[src/core/spfc_defines.svh]
// constants for the self-programming flash control block
// assumes inclusion by spfc_pkg and spfc_core only
//
// Overview of operation
// - signature-read arming: load within three cycles returns signature
// - store within four cycles of signature-read arming does nothing
// - erase or write to read-while-write section sets busy, blocks its reads
// - re-enable arming: store within four cycles re-enables the section
// - no re-enable while erase or write runs; software waits for clear
// - section-read-enable written during buffer load aborts load, drops data
// - lock-set arming: store within four cycles programs boot locks from R0
// - lock-set clears on completion or four cycles without a store
// - lock-set arming: load within three cycles returns lock or fuse by Z0
// - page-write arming: store within four cycles writes buffer to page
// - page-write clears on completion or four cycles without a store
// - core halted for whole erase or write of no-read-while-write page
// - page-erase arming: store within four cycles erases addressed page
// - page-erase clears on completion or four cycles without a store
// - plain store-enable: store puts R1:R0 in buffer word, Z0 ignored
// - store-enable opens four cycles, clears on store done or timeout
// - store-enable stays set during erase or write as completion flag
// - control writes with invalid low six bits arm nothing; bit 7 is still taken
// - lock byte: six bits, 1 unprogrammed, only chip erase or reset restores ones
// - memory lock mode 2 blocks programming, fuses; mode 3 adds verify
// - boot lock pair 0 restricts application section writes and reads
// - boot lock pair 1 restricts boot section writes and reads
// - busy clears on re-enable after completion or on buffer load
// - store-ready interrupt requested while enabled and store-enable clear
`ifndef SPFC_DEFINES_SVH
`define SPFC_DEFINES_SVH

`define SPFC_PAGE_W      10
`define SPFC_WORD_W      7
`define SPFC_Z_W         18
`define SPFC_OP_FILL     5'h01
`define SPFC_OP_ERASE    5'h03
`define SPFC_OP_WRITE    5'h05
`define SPFC_OP_LOCK     5'h09
`define SPFC_OP_REENABLE 5'h11
`define SPFC_SPM_LAST    3'h3
`define SPFC_LPM_WINDOW  3'h3
`define SPFC_CSR_RESET   8'h00
`define SPFC_LOCK_ERASED 8'hff
`define SPFC_BOOT_MASK   8'h3c
`define SPFC_NO_READ_WHILE_WRITE_SECTION_PAGE   10'h3e0
`define SPFC_BUF_BLANK   16'hffff

`endif

[src/core/spfc_pkg.sv]
// types shared by the self-programming flash control block
// assumes spfc_defines.svh on the include path
`include "spfc_defines.svh"

package spfc_pkg;

  typedef enum logic [1:0] {
    ST_IDLE  = 2'h0,
    ST_ARMED = 2'h1,
    ST_BUSY  = 2'h3
  } spfc_fsm_t;

  // control and status register, bit 7 down to bit 0
  typedef struct packed {
    logic store_ready_irq_enable;
    logic busy;
    logic signature_read;
    logic reenable;
    logic lock_set;
    logic page_write;
    logic page_erase;
    logic store_enable;
  } spfc_ctl_t;

  typedef struct packed {
    logic                  store_program_instruction;
    logic                  load_program_instruction;
    logic [`SPFC_Z_W-1:0]  z;
    logic [7:0]            r1;
    logic [7:0]            r0;
  } spfc_core_req_t;

  typedef struct packed {
    logic ext_prog_block;
    logic ext_verify_block;
    logic fuse_locked;
    logic boot_locks_frozen;
    logic app_write_block;
    logic boot_write_block;
    logic boot_read_app_block;
    logic app_read_boot_block;
    logic irq_mask;
  } spfc_prot_t;

  typedef struct packed {
    spfc_fsm_t               fsm;
    logic [2:0]              cnt;
    spfc_ctl_t               ctl;
    logic                    loading;
    logic [7:0]              lock;
    logic [7:0]              lpm_data;
    logic                    lpm_valid;
    logic                    flash_start;
    logic [`SPFC_PAGE_W-1:0] page;
    logic                    erase;
    logic                    halt;
  } spfc_state_t;

endpackage

[src/core/spfc_core.sv]
// self-programming flash control: arming, store/load handling, locks
// assumes core strobes are one-cycle and synchronous to mclk
`timescale 1ns/100ps
`include "spfc_defines.svh"

module spfc_core #(
  parameter logic [`SPFC_PAGE_W-1:0] NO_READ_WHILE_WRITE_SECTION_PAGE = `SPFC_NO_READ_WHILE_WRITE_SECTION_PAGE,
  parameter logic [`SPFC_PAGE_W-1:0] BOOT_PAGE = `SPFC_NO_READ_WHILE_WRITE_SECTION_PAGE
) (
  input  wire logic                    mclk,
  input  wire logic                    reset_n,
  input  wire logic                    csr_wr,
  input  wire logic [7:0]              csr_wdata,
  output      logic [7:0]              csr_rdata,
  input  wire spfc_pkg::spfc_core_req_t core_req,
  output      logic [7:0]              lpm_data,
  output      logic                    lpm_valid,
  input  wire logic [7:0]              fuse_byte,
  input  wire logic [7:0]              sig_byte,
  input  wire logic                    global_irq_en,
  input  wire logic                    pc_in_boot,
  input  wire logic                    vectors_in_boot,
  input  wire logic                    chip_erase,
  output      logic                    flash_start,
  output      logic [`SPFC_PAGE_W-1:0] flash_page,
  output      logic                    flash_erase,
  input  wire logic                    flash_done,
  input  wire logic [`SPFC_WORD_W-1:0] buf_rd_addr,
  output      logic [15:0]             buf_rd_data,
  output      logic [7:0]              lock_byte,
  output      logic                    core_halt,
  output      logic                    section_read_block,
  output      logic                    store_ready_irq,
  output      spfc_pkg::spfc_prot_t    prot
);
  import spfc_pkg::*;

  // ****************************************************
  // helpers
  // ****************************************************
  function automatic logic op_valid(input logic [5:0] b);
    logic ok;
    ok = (b[4:0] == `SPFC_OP_FILL) || (b[4:0] == `SPFC_OP_ERASE) ||
         (b[4:0] == `SPFC_OP_WRITE) || (b[4:0] == `SPFC_OP_LOCK) ||
         (b[4:0] == `SPFC_OP_REENABLE);
    return ok && (!b[5] || (b[4:0] == `SPFC_OP_FILL));
  endfunction

  function automatic spfc_ctl_t disarm(input spfc_ctl_t c);
    spfc_ctl_t d;
    d              = c;
    d.signature_read        = 1'b0;
    d.reenable     = 1'b0;
    d.lock_set     = 1'b0;
    d.page_write   = 1'b0;
    d.page_erase   = 1'b0;
    d.store_enable = 1'b0;
    return d;
  endfunction

  // pair {bit2, bit1}: bit1 low blocks writes, bit2 low blocks reads
  function automatic logic [1:0] pair_restrict(input logic [1:0] p);
    return {~p[1], ~p[0]};
  endfunction

  // ****************************************************
  // state and decode
  // ****************************************************
  spfc_state_t                s;
  spfc_state_t                next_s;
  logic [15:0]                page_buf [0:(1<<`SPFC_WORD_W)-1];
  logic [15:0]                buf_q;
  logic                       buf_we;
  logic [4:0]                 op;
  logic [`SPFC_PAGE_W-1:0]    z_page;
  logic [`SPFC_WORD_W-1:0]    z_word;
  logic [1:0]                 app_pair;
  logic [1:0]                 boot_pair;
  logic                       wr_blocked;
  spfc_ctl_t                  wv;

  assign op = {s.ctl.reenable, s.ctl.lock_set, s.ctl.page_write,
               s.ctl.page_erase, s.ctl.store_enable};
  assign z_page = core_req.z[`SPFC_Z_W-1:`SPFC_WORD_W+1];
  assign z_word = core_req.z[`SPFC_WORD_W:1];
  assign wv     = spfc_ctl_t'(csr_wdata);

  assign app_pair  = pair_restrict(s.lock[3:2]);
  assign boot_pair = pair_restrict(s.lock[5:4]);
  assign wr_blocked = (z_page >= BOOT_PAGE) ? boot_pair[0] : app_pair[0];

  // ****************************************************
  // next state
  // ****************************************************
  always_comb begin
    next_s             = s;
    next_s.flash_start = 1'b0;
    next_s.lpm_valid   = 1'b0;
    buf_we             = 1'b0;
    case (s.fsm)
      ST_ARMED: begin
        if (core_req.store_program_instruction && !s.ctl.signature_read) begin
          next_s.ctl = disarm(s.ctl);
          next_s.fsm = ST_IDLE;
          case (op)
            `SPFC_OP_FILL: begin
              buf_we             = 1'b1;
              next_s.loading     = 1'b1;
              next_s.ctl.busy    = 1'b0;
            end
            `SPFC_OP_ERASE, `SPFC_OP_WRITE: begin
              if (!wr_blocked) begin
                next_s.ctl         = s.ctl;
                next_s.fsm         = ST_BUSY;
                next_s.flash_start = 1'b1;
                next_s.page        = z_page;
                next_s.erase       = (op == `SPFC_OP_ERASE);
                if (z_page < NO_READ_WHILE_WRITE_SECTION_PAGE) begin
                  next_s.ctl.busy = 1'b1;
                end else begin
                  next_s.halt = 1'b1;
                end
              end
            end
            `SPFC_OP_LOCK: begin
              if (s.lock[1:0] != 2'h0) begin
                next_s.lock = s.lock &
                              (core_req.r0 | ~`SPFC_BOOT_MASK);
              end
            end
            `SPFC_OP_REENABLE: begin
              next_s.ctl.busy = 1'b0;
            end
            default: begin
              next_s.ctl = disarm(s.ctl);
            end
          endcase
        end else if (s.cnt == `SPFC_SPM_LAST) begin
          next_s.ctl = disarm(s.ctl);
          next_s.fsm = ST_IDLE;
        end else begin
          next_s.cnt = s.cnt + 3'h1;
        end
        if (core_req.load_program_instruction && (s.cnt < `SPFC_LPM_WINDOW)) begin
          if (s.ctl.signature_read) begin
            next_s.lpm_data  = sig_byte;
            next_s.lpm_valid = 1'b1;
          end else if (op == `SPFC_OP_LOCK) begin
            next_s.lpm_data  = core_req.z[0] ? s.lock : fuse_byte;
            next_s.lpm_valid = 1'b1;
          end
        end
      end
      ST_BUSY: begin
        if (flash_done) begin
          next_s.ctl  = disarm(s.ctl);
          next_s.fsm  = ST_IDLE;
          next_s.halt = 1'b0;
          if (!s.erase) begin
            next_s.loading = 1'b0;
          end
        end
      end
      default: begin
        next_s.fsm = ST_IDLE;
      end
    endcase
    // control register write
    if (csr_wr) begin
      next_s.ctl.store_ready_irq_enable = wv.store_ready_irq_enable;
      if (s.fsm != ST_BUSY) begin
        if (wv.reenable && s.loading) begin
          next_s.loading = 1'b0;
        end
        if (op_valid(csr_wdata[5:0])) begin
          next_s.ctl.signature_read        = wv.signature_read;
          next_s.ctl.reenable     = wv.reenable;
          next_s.ctl.lock_set     = wv.lock_set;
          next_s.ctl.page_write   = wv.page_write;
          next_s.ctl.page_erase   = wv.page_erase;
          next_s.ctl.store_enable = wv.store_enable;
          next_s.fsm              = ST_ARMED;
          next_s.cnt              = 3'h0;
        end
      end
    end
    if (chip_erase) begin
      next_s.lock = `SPFC_LOCK_ERASED;
    end
  end

  always_ff @(posedge mclk or negedge reset_n) begin
    if (!reset_n) begin
      s          <= '0;
      s.fsm      <= ST_IDLE;
      s.ctl      <= spfc_ctl_t'(`SPFC_CSR_RESET);
      s.lock     <= `SPFC_LOCK_ERASED;
    end else begin
      s <= next_s;
    end
  end

  // ****************************************************
  // temporary page buffer
  // ****************************************************
  always_ff @(posedge mclk) begin
    if (buf_we) begin
      page_buf[z_word] <= {core_req.r1, core_req.r0};
    end
  end

  always_ff @(posedge mclk or negedge reset_n) begin
    if (!reset_n) begin
      buf_q <= `SPFC_BUF_BLANK;
    end else begin
      buf_q <= s.loading ? page_buf[buf_rd_addr] : `SPFC_BUF_BLANK;
    end
  end

  // ****************************************************
  // outputs
  // ****************************************************
  assign csr_rdata          = s.ctl;
  assign lpm_data           = s.lpm_data;
  assign lpm_valid          = s.lpm_valid;
  assign flash_start        = s.flash_start;
  assign flash_page         = s.page;
  assign flash_erase        = s.erase;
  assign buf_rd_data        = buf_q;
  assign lock_byte          = s.lock;
  assign core_halt          = s.halt;
  assign section_read_block = s.ctl.busy;
  assign store_ready_irq    = s.ctl.store_ready_irq_enable & global_irq_en &
                              ~s.ctl.store_enable;

  always_comb begin
    prot.ext_prog_block      = ~s.lock[0];
    prot.ext_verify_block    = ~s.lock[0] & ~s.lock[1];
    prot.fuse_locked         = ~s.lock[0];
    prot.boot_locks_frozen   = ~s.lock[0] & ~s.lock[1];
    prot.app_write_block     = app_pair[0];
    prot.boot_write_block    = boot_pair[0];
    prot.boot_read_app_block = app_pair[1] & pc_in_boot;
    prot.app_read_boot_block = boot_pair[1] & ~pc_in_boot;
    prot.irq_mask            = vectors_in_boot ?
                               (app_pair[1] & ~pc_in_boot) :
                               (boot_pair[1] & pc_in_boot);
  end
endmodule

[config.mk]
export PLATFORM = sky130hd
export DESIGN_NAME = spfc_core
export DESIGN_NICKNAME = d
export VERILOG_FILES = /design/src/core/spfc_pkg.sv /design/src/core/spfc_core.sv
export VERILOG_INCLUDE_DIRS = /design/src /design/src/core
export SDC_FILE = /design/constraint.sdc
export NUM_CORES = 2
export LEC_CHECK = 0
export BUFFER_PORTS_ARGS = -buffer_cell sky130_fd_sc_hd__clkbuf_2
export CORE_UTILIZATION = 40
export CTS_CLUSTER_DIAMETER = 100
export DETAILED_ROUTE_END_ITERATION = 8
export PLACE_DENSITY = 0.51
export SETUP_SLACK_MARGIN = 0.5
export SLEW_MARGIN = 15
export SYNTH_ARGS = -nofsm -noshare
export SYNTH_HDL_FRONTEND = slang
export SYNTH_SLANG_ARGS = --single-unit
[constraint.sdc]
create_clock -name mclk -period 3.25 [get_ports mclk]
set_input_delay 0.325 -clock mclk [delete_from_list [all_inputs] [get_ports mclk]]
set_output_delay 0.325 -clock mclk [all_outputs]
set_load 0.01 [all_outputs]
==> impl_results.md <==
* Critical path class: reg2reg
* # nets final at 4356
* DP Wirelength at 146 mm
* WP data required at 4.03 ns
* Peak supply drop at 0.000574 V
* Remaining antenna violation count at 0
* H-tree Lvls at 4
* Sw frac at 0.220
* Slew Viols, Final at 0
* Rows at 165
* Fin. Hold Viols at 0
* Comb pwr share at 0.065
* Routed vias at 40500
* P_int at 45900 uW
* Top cells by area, synth: edfxtp_1, mux4_2, mux2i_1
* Post-route setup TNS at 0 ns
* Top_reg_cell synth: edfxtp_1
* Mux contribution to synthesized area at 0.168
* Final wirelength at 229 mm
* Clk network pwr share at 0.422
* Xor/xnor cell area share of the yosys netlist at 0.000215
* Area Growth Syn to Fin at 19.0%
* IO Port Bufs at 138
* GRT Total Usage at 0.223
* Yosys warnings at 0
* CTS Root Cell: clkbuf_16
* Main combinational cell family by area after synthesis: multiplexers
* Worst setup SP type: flip-flop
* Worst skew pair latency at 0.86 ns
* GP Congestion at 0.908
* Setup Fix Bufs, Post-CTS at 0
* Distinct cell type count after synthesis at 67
* EDFF count, synth at 2048
* Total gr overflow at 0
* Mapped Cells at 3661
* Post-route setup slack at 0.359 ns
* Post-layout util at 0.479
* Post-synthesis sequential area ratio at 0.772
* First-pass GRT wire length at 320 mm
* Worst slew pin tran at 1.12 ns
* Initial antenna violation count at 16
* Period utilization at 0.890
* Total Die Area at 206000 um^2
* Post-synthesis cell area at 81500 um^2
* Hold depth at 1
* Power Density at 606 nW/um^2
* Starting Density at 0.403
* Bufs on Longest Clock Path at 3
* Place WS at 0.0319 ns
* Met3 Track Usage GR at 0.0388
* Min-Delay Path Class: in2reg
* DRT Pass-1 Iters at 6
* Synthesized Nets at 3737
* M2 GR Usage at 0.348
* Leakage at 0.0312 uW
* RSZ-0062 raised after global routing: true
* DR iter-0 viols at 4076
* Setup crit end kind: flip-flop
* Placed inst area at 89400 um^2
* Area leader, netlist: edfxtp_1
* Via density at 5.68
* Arr. time, crit path at 3.67 ns
* Post-synth ARST share at 0.0271
* Share of cells above drive strength 1 at 0.355
* Seq cells post-synth at 2105
* CTS tree: yes
* Slew HR at 0.245
* # IOs at 140
* Simple-gate share of the synthesized area at 0.0224
* Clock slew at reported path FFs at 0.06 ns
* Setup violations, final at 0
* Final worst path period need at 2.89 ns
* Num CTS Buffers at 218
* Adder-Cell Fraction of Synth Area at 0.000276
* Met1 Use GR at 0.314
* Max Cap Viol at 0
* Die height at 454 um
* Reg area at 63000 um^2
* Clock sink count at 2105
* Largest net degree at the start of global routing at 81
* Compound-gate portion of the synthesized area at 0.0194
* Post-route cell area at 97000 um^2
* Multi-input gate area at 17400 um^2
* Drt drc at 0
* Core area at 202000 um^2
* Die Width at 454 um
* Top cell type's share of synthesized area at 0.754
* Status: finished clean
* Sw power at 12900 uW
* Worst Skew at 0.0359 ns
* Register share of total power at 0.513
* Routed length per instance at 32.0 um
* GRT Max-Usage Layer: met2
* Crit-path max FO at 9
* Syn Area/Cell at 22.3 um^2
* Maximum clock frequency at 346 MHz
* Vias in the first global route at 40700
* Power Total at 58800 uW
* Layout fillers at 16600
* Worst Reg-to-Reg Cells at 6
==> registers in the layout (all words and copies together) (netlist names), 5 cells and up <==
name,flops
page_buf,2048
buf_rd_data,16
flash_page,10
lpm_data,8
csr_rdata,7
s,6
lock_byte,5
==> kinds of logic (layout without fill, tap and decap cells) <==
family                   count (synthesis)  after routing
other                                    0              8
adder cells (fa/ha/maj)                  2              2
flip-flops                            2105           2105
buffers and inverters                  235           1035
multiplexers                           683            683
XOR/XNOR                                 2              2
AND/OR/NAND/NOR                        407            407
AO/OA/AOI/OAI                          227            227
==> power by group through the flow <==
| stage | clock network [uW] | logic (uW) | registers, uW |
|---|---|---|---|
| after floorplan | 0 | 1890 | 30700 |
| after global placement | 0 | 3720 | 30800 |
| after detailed placement | 0 | 3750 | 30800 |
| after CTS | 25300 | 3860 | 30200 |
| after global routing | 26300 | 4040 | 30200 |
| final | 24800 | 3820 | 30200 |
==> cells in the mapped netlist, drive strengths merged (4+ instances only) <==
| library cell | instances |
|---|---|
| a2111oi | 11 |
| a211oi | 24 |
| a21oi | 26 |
| a221oi | 12 |
| a22o | 7 |
| a22oi | 22 |
| a311oi | 4 |
| a31oi | 9 |
| and2 | 6 |
| and3 | 4 |
| buf | 169 |
| clkbuf | 55 |
| dfrtp | 36 |
| dfstp | 21 |
| edfxtp | 2048 |
| inv | 10 |
| mux2 | 31 |
| mux2i | 106 |
| mux4 | 546 |
| nand2 | 96 |
| nand2b | 12 |
| nand3 | 34 |
| nand4 | 7 |
| nor2 | 174 |
| nor2b | 36 |
| nor3 | 16 |
| nor3b | 6 |
| nor4 | 9 |
| o21ai | 42 |
| o221ai | 5 |
| o22ai | 28 |
| o311ai | 4 |
| o31ai | 5 |
==> critical path: stages (launching register included) <==
cell     delay (ns)
dfrtp_1        0.86
nand2_1        0.56
nor2_1         0.48
nand2_1        0.22
o22ai_1        0.35
buf_4          0.25
nor4_1         0.07
==> what timing repair did <==
action | 4_1_cts | 5_1_grt
resized for setup | 5 | 5
hold buffers | 48 | 0
endpoints found under the hold margin | 177 | 0
pin swaps | 0 | 0
setup endpoints to repair | 958 | 29
==> worst paths after layout <==
path	slack [ns]	startpoint	end
max	0.36	s[30]$_DFF_PN0_	buf_rd_data[1]$_DFF_PN1_
min	0.02	core_req[1]	page_buf[105][1]$_DFFE_PP_
max reg2reg	0.36	s[30]$_DFF_PN0_	buf_rd_data[1]$_DFF_PN1_
min reg2reg	0.49	core_halt$_DFFE_PN0P_	core_halt$_DFFE_PN0P_
max in group asynchronous	2.54	reset_n	flash_page[0]$_DFFE_PN0P_
min in group asynchronous	0.13	reset_n	core_halt$_DFFE_PN0P_
==> final cells by class <==
cell class	instances	share of cell area
multi-input combinational	1321	0.180
clock buffer	261	0.0588
antenna	8	0.000206
clock inverter	140	0.0143
inverter	11	0.000477
sequential	2105	0.649
tap	2672	0.0345
timing repair buffer	623	0.0631
==> layer usage <==
layer  vias up  wire length, um
li1      16700                -
met1     22100            99300
met2      1419           108000
met3       343            13500
met4         0             8150
met5         -                0
==> stage by stage <==
stage          std cells  hold WS, ns
2_1_floorplan       3661       0.0294
3_3_place_gp        6684        0.476
3_5_place_dp        6684        0.480
6_report            7141       0.0248
5_1_grt             7136       0.0215
4_1_cts             7133      0.00634
==> placed cells by master (no fill, tap or decap), types with 7 or more instances in the layout <==
cell type | netlist | layout
clkbuf_1 | 55 | 39
nor3_1 | 16 | 16
o22ai_1 | 28 | 28
dfrtp_1 | 36 | 36
a31oi_1 | 9 | 9
bufinv_16 | 0 | 24
mux4_2 | 546 | 546
dfstp_2 | 21 | 21
clkinv_2 | 0 | 37
inv_1 | 9 | 9
mux2i_1 | 106 | 106
buf_12 | 0 | 127
a2111oi_0 | 10 | 9
nor4_1 | 9 | 8
nor2b_1 | 36 | 34
a221oi_1 | 12 | 12
o21ai_0 | 40 | 40
buf_4 | 67 | 326
a22oi_1 | 22 | 22
nand3_1 | 34 | 32
edfxtp_1 | 2048 | 2048
dlygate4sd3_1 | 0 | 48
clkbuf_16 | 0 | 222
clkinv_1 | 1 | 61
diode_2 | 0 | 8
mux2_2 | 31 | 31
a21oi_1 | 26 | 26
nor2_2 | 0 | 95
nor2_1 | 174 | 78
nand2b_1 | 12 | 12
nand4_1 | 7 | 7
nand2_1 | 96 | 96
clkbuf_2 | 0 | 117
a211oi_1 | 24 | 24
a22o_1 | 7 | 7
Power figures use the tool's default switching activity.
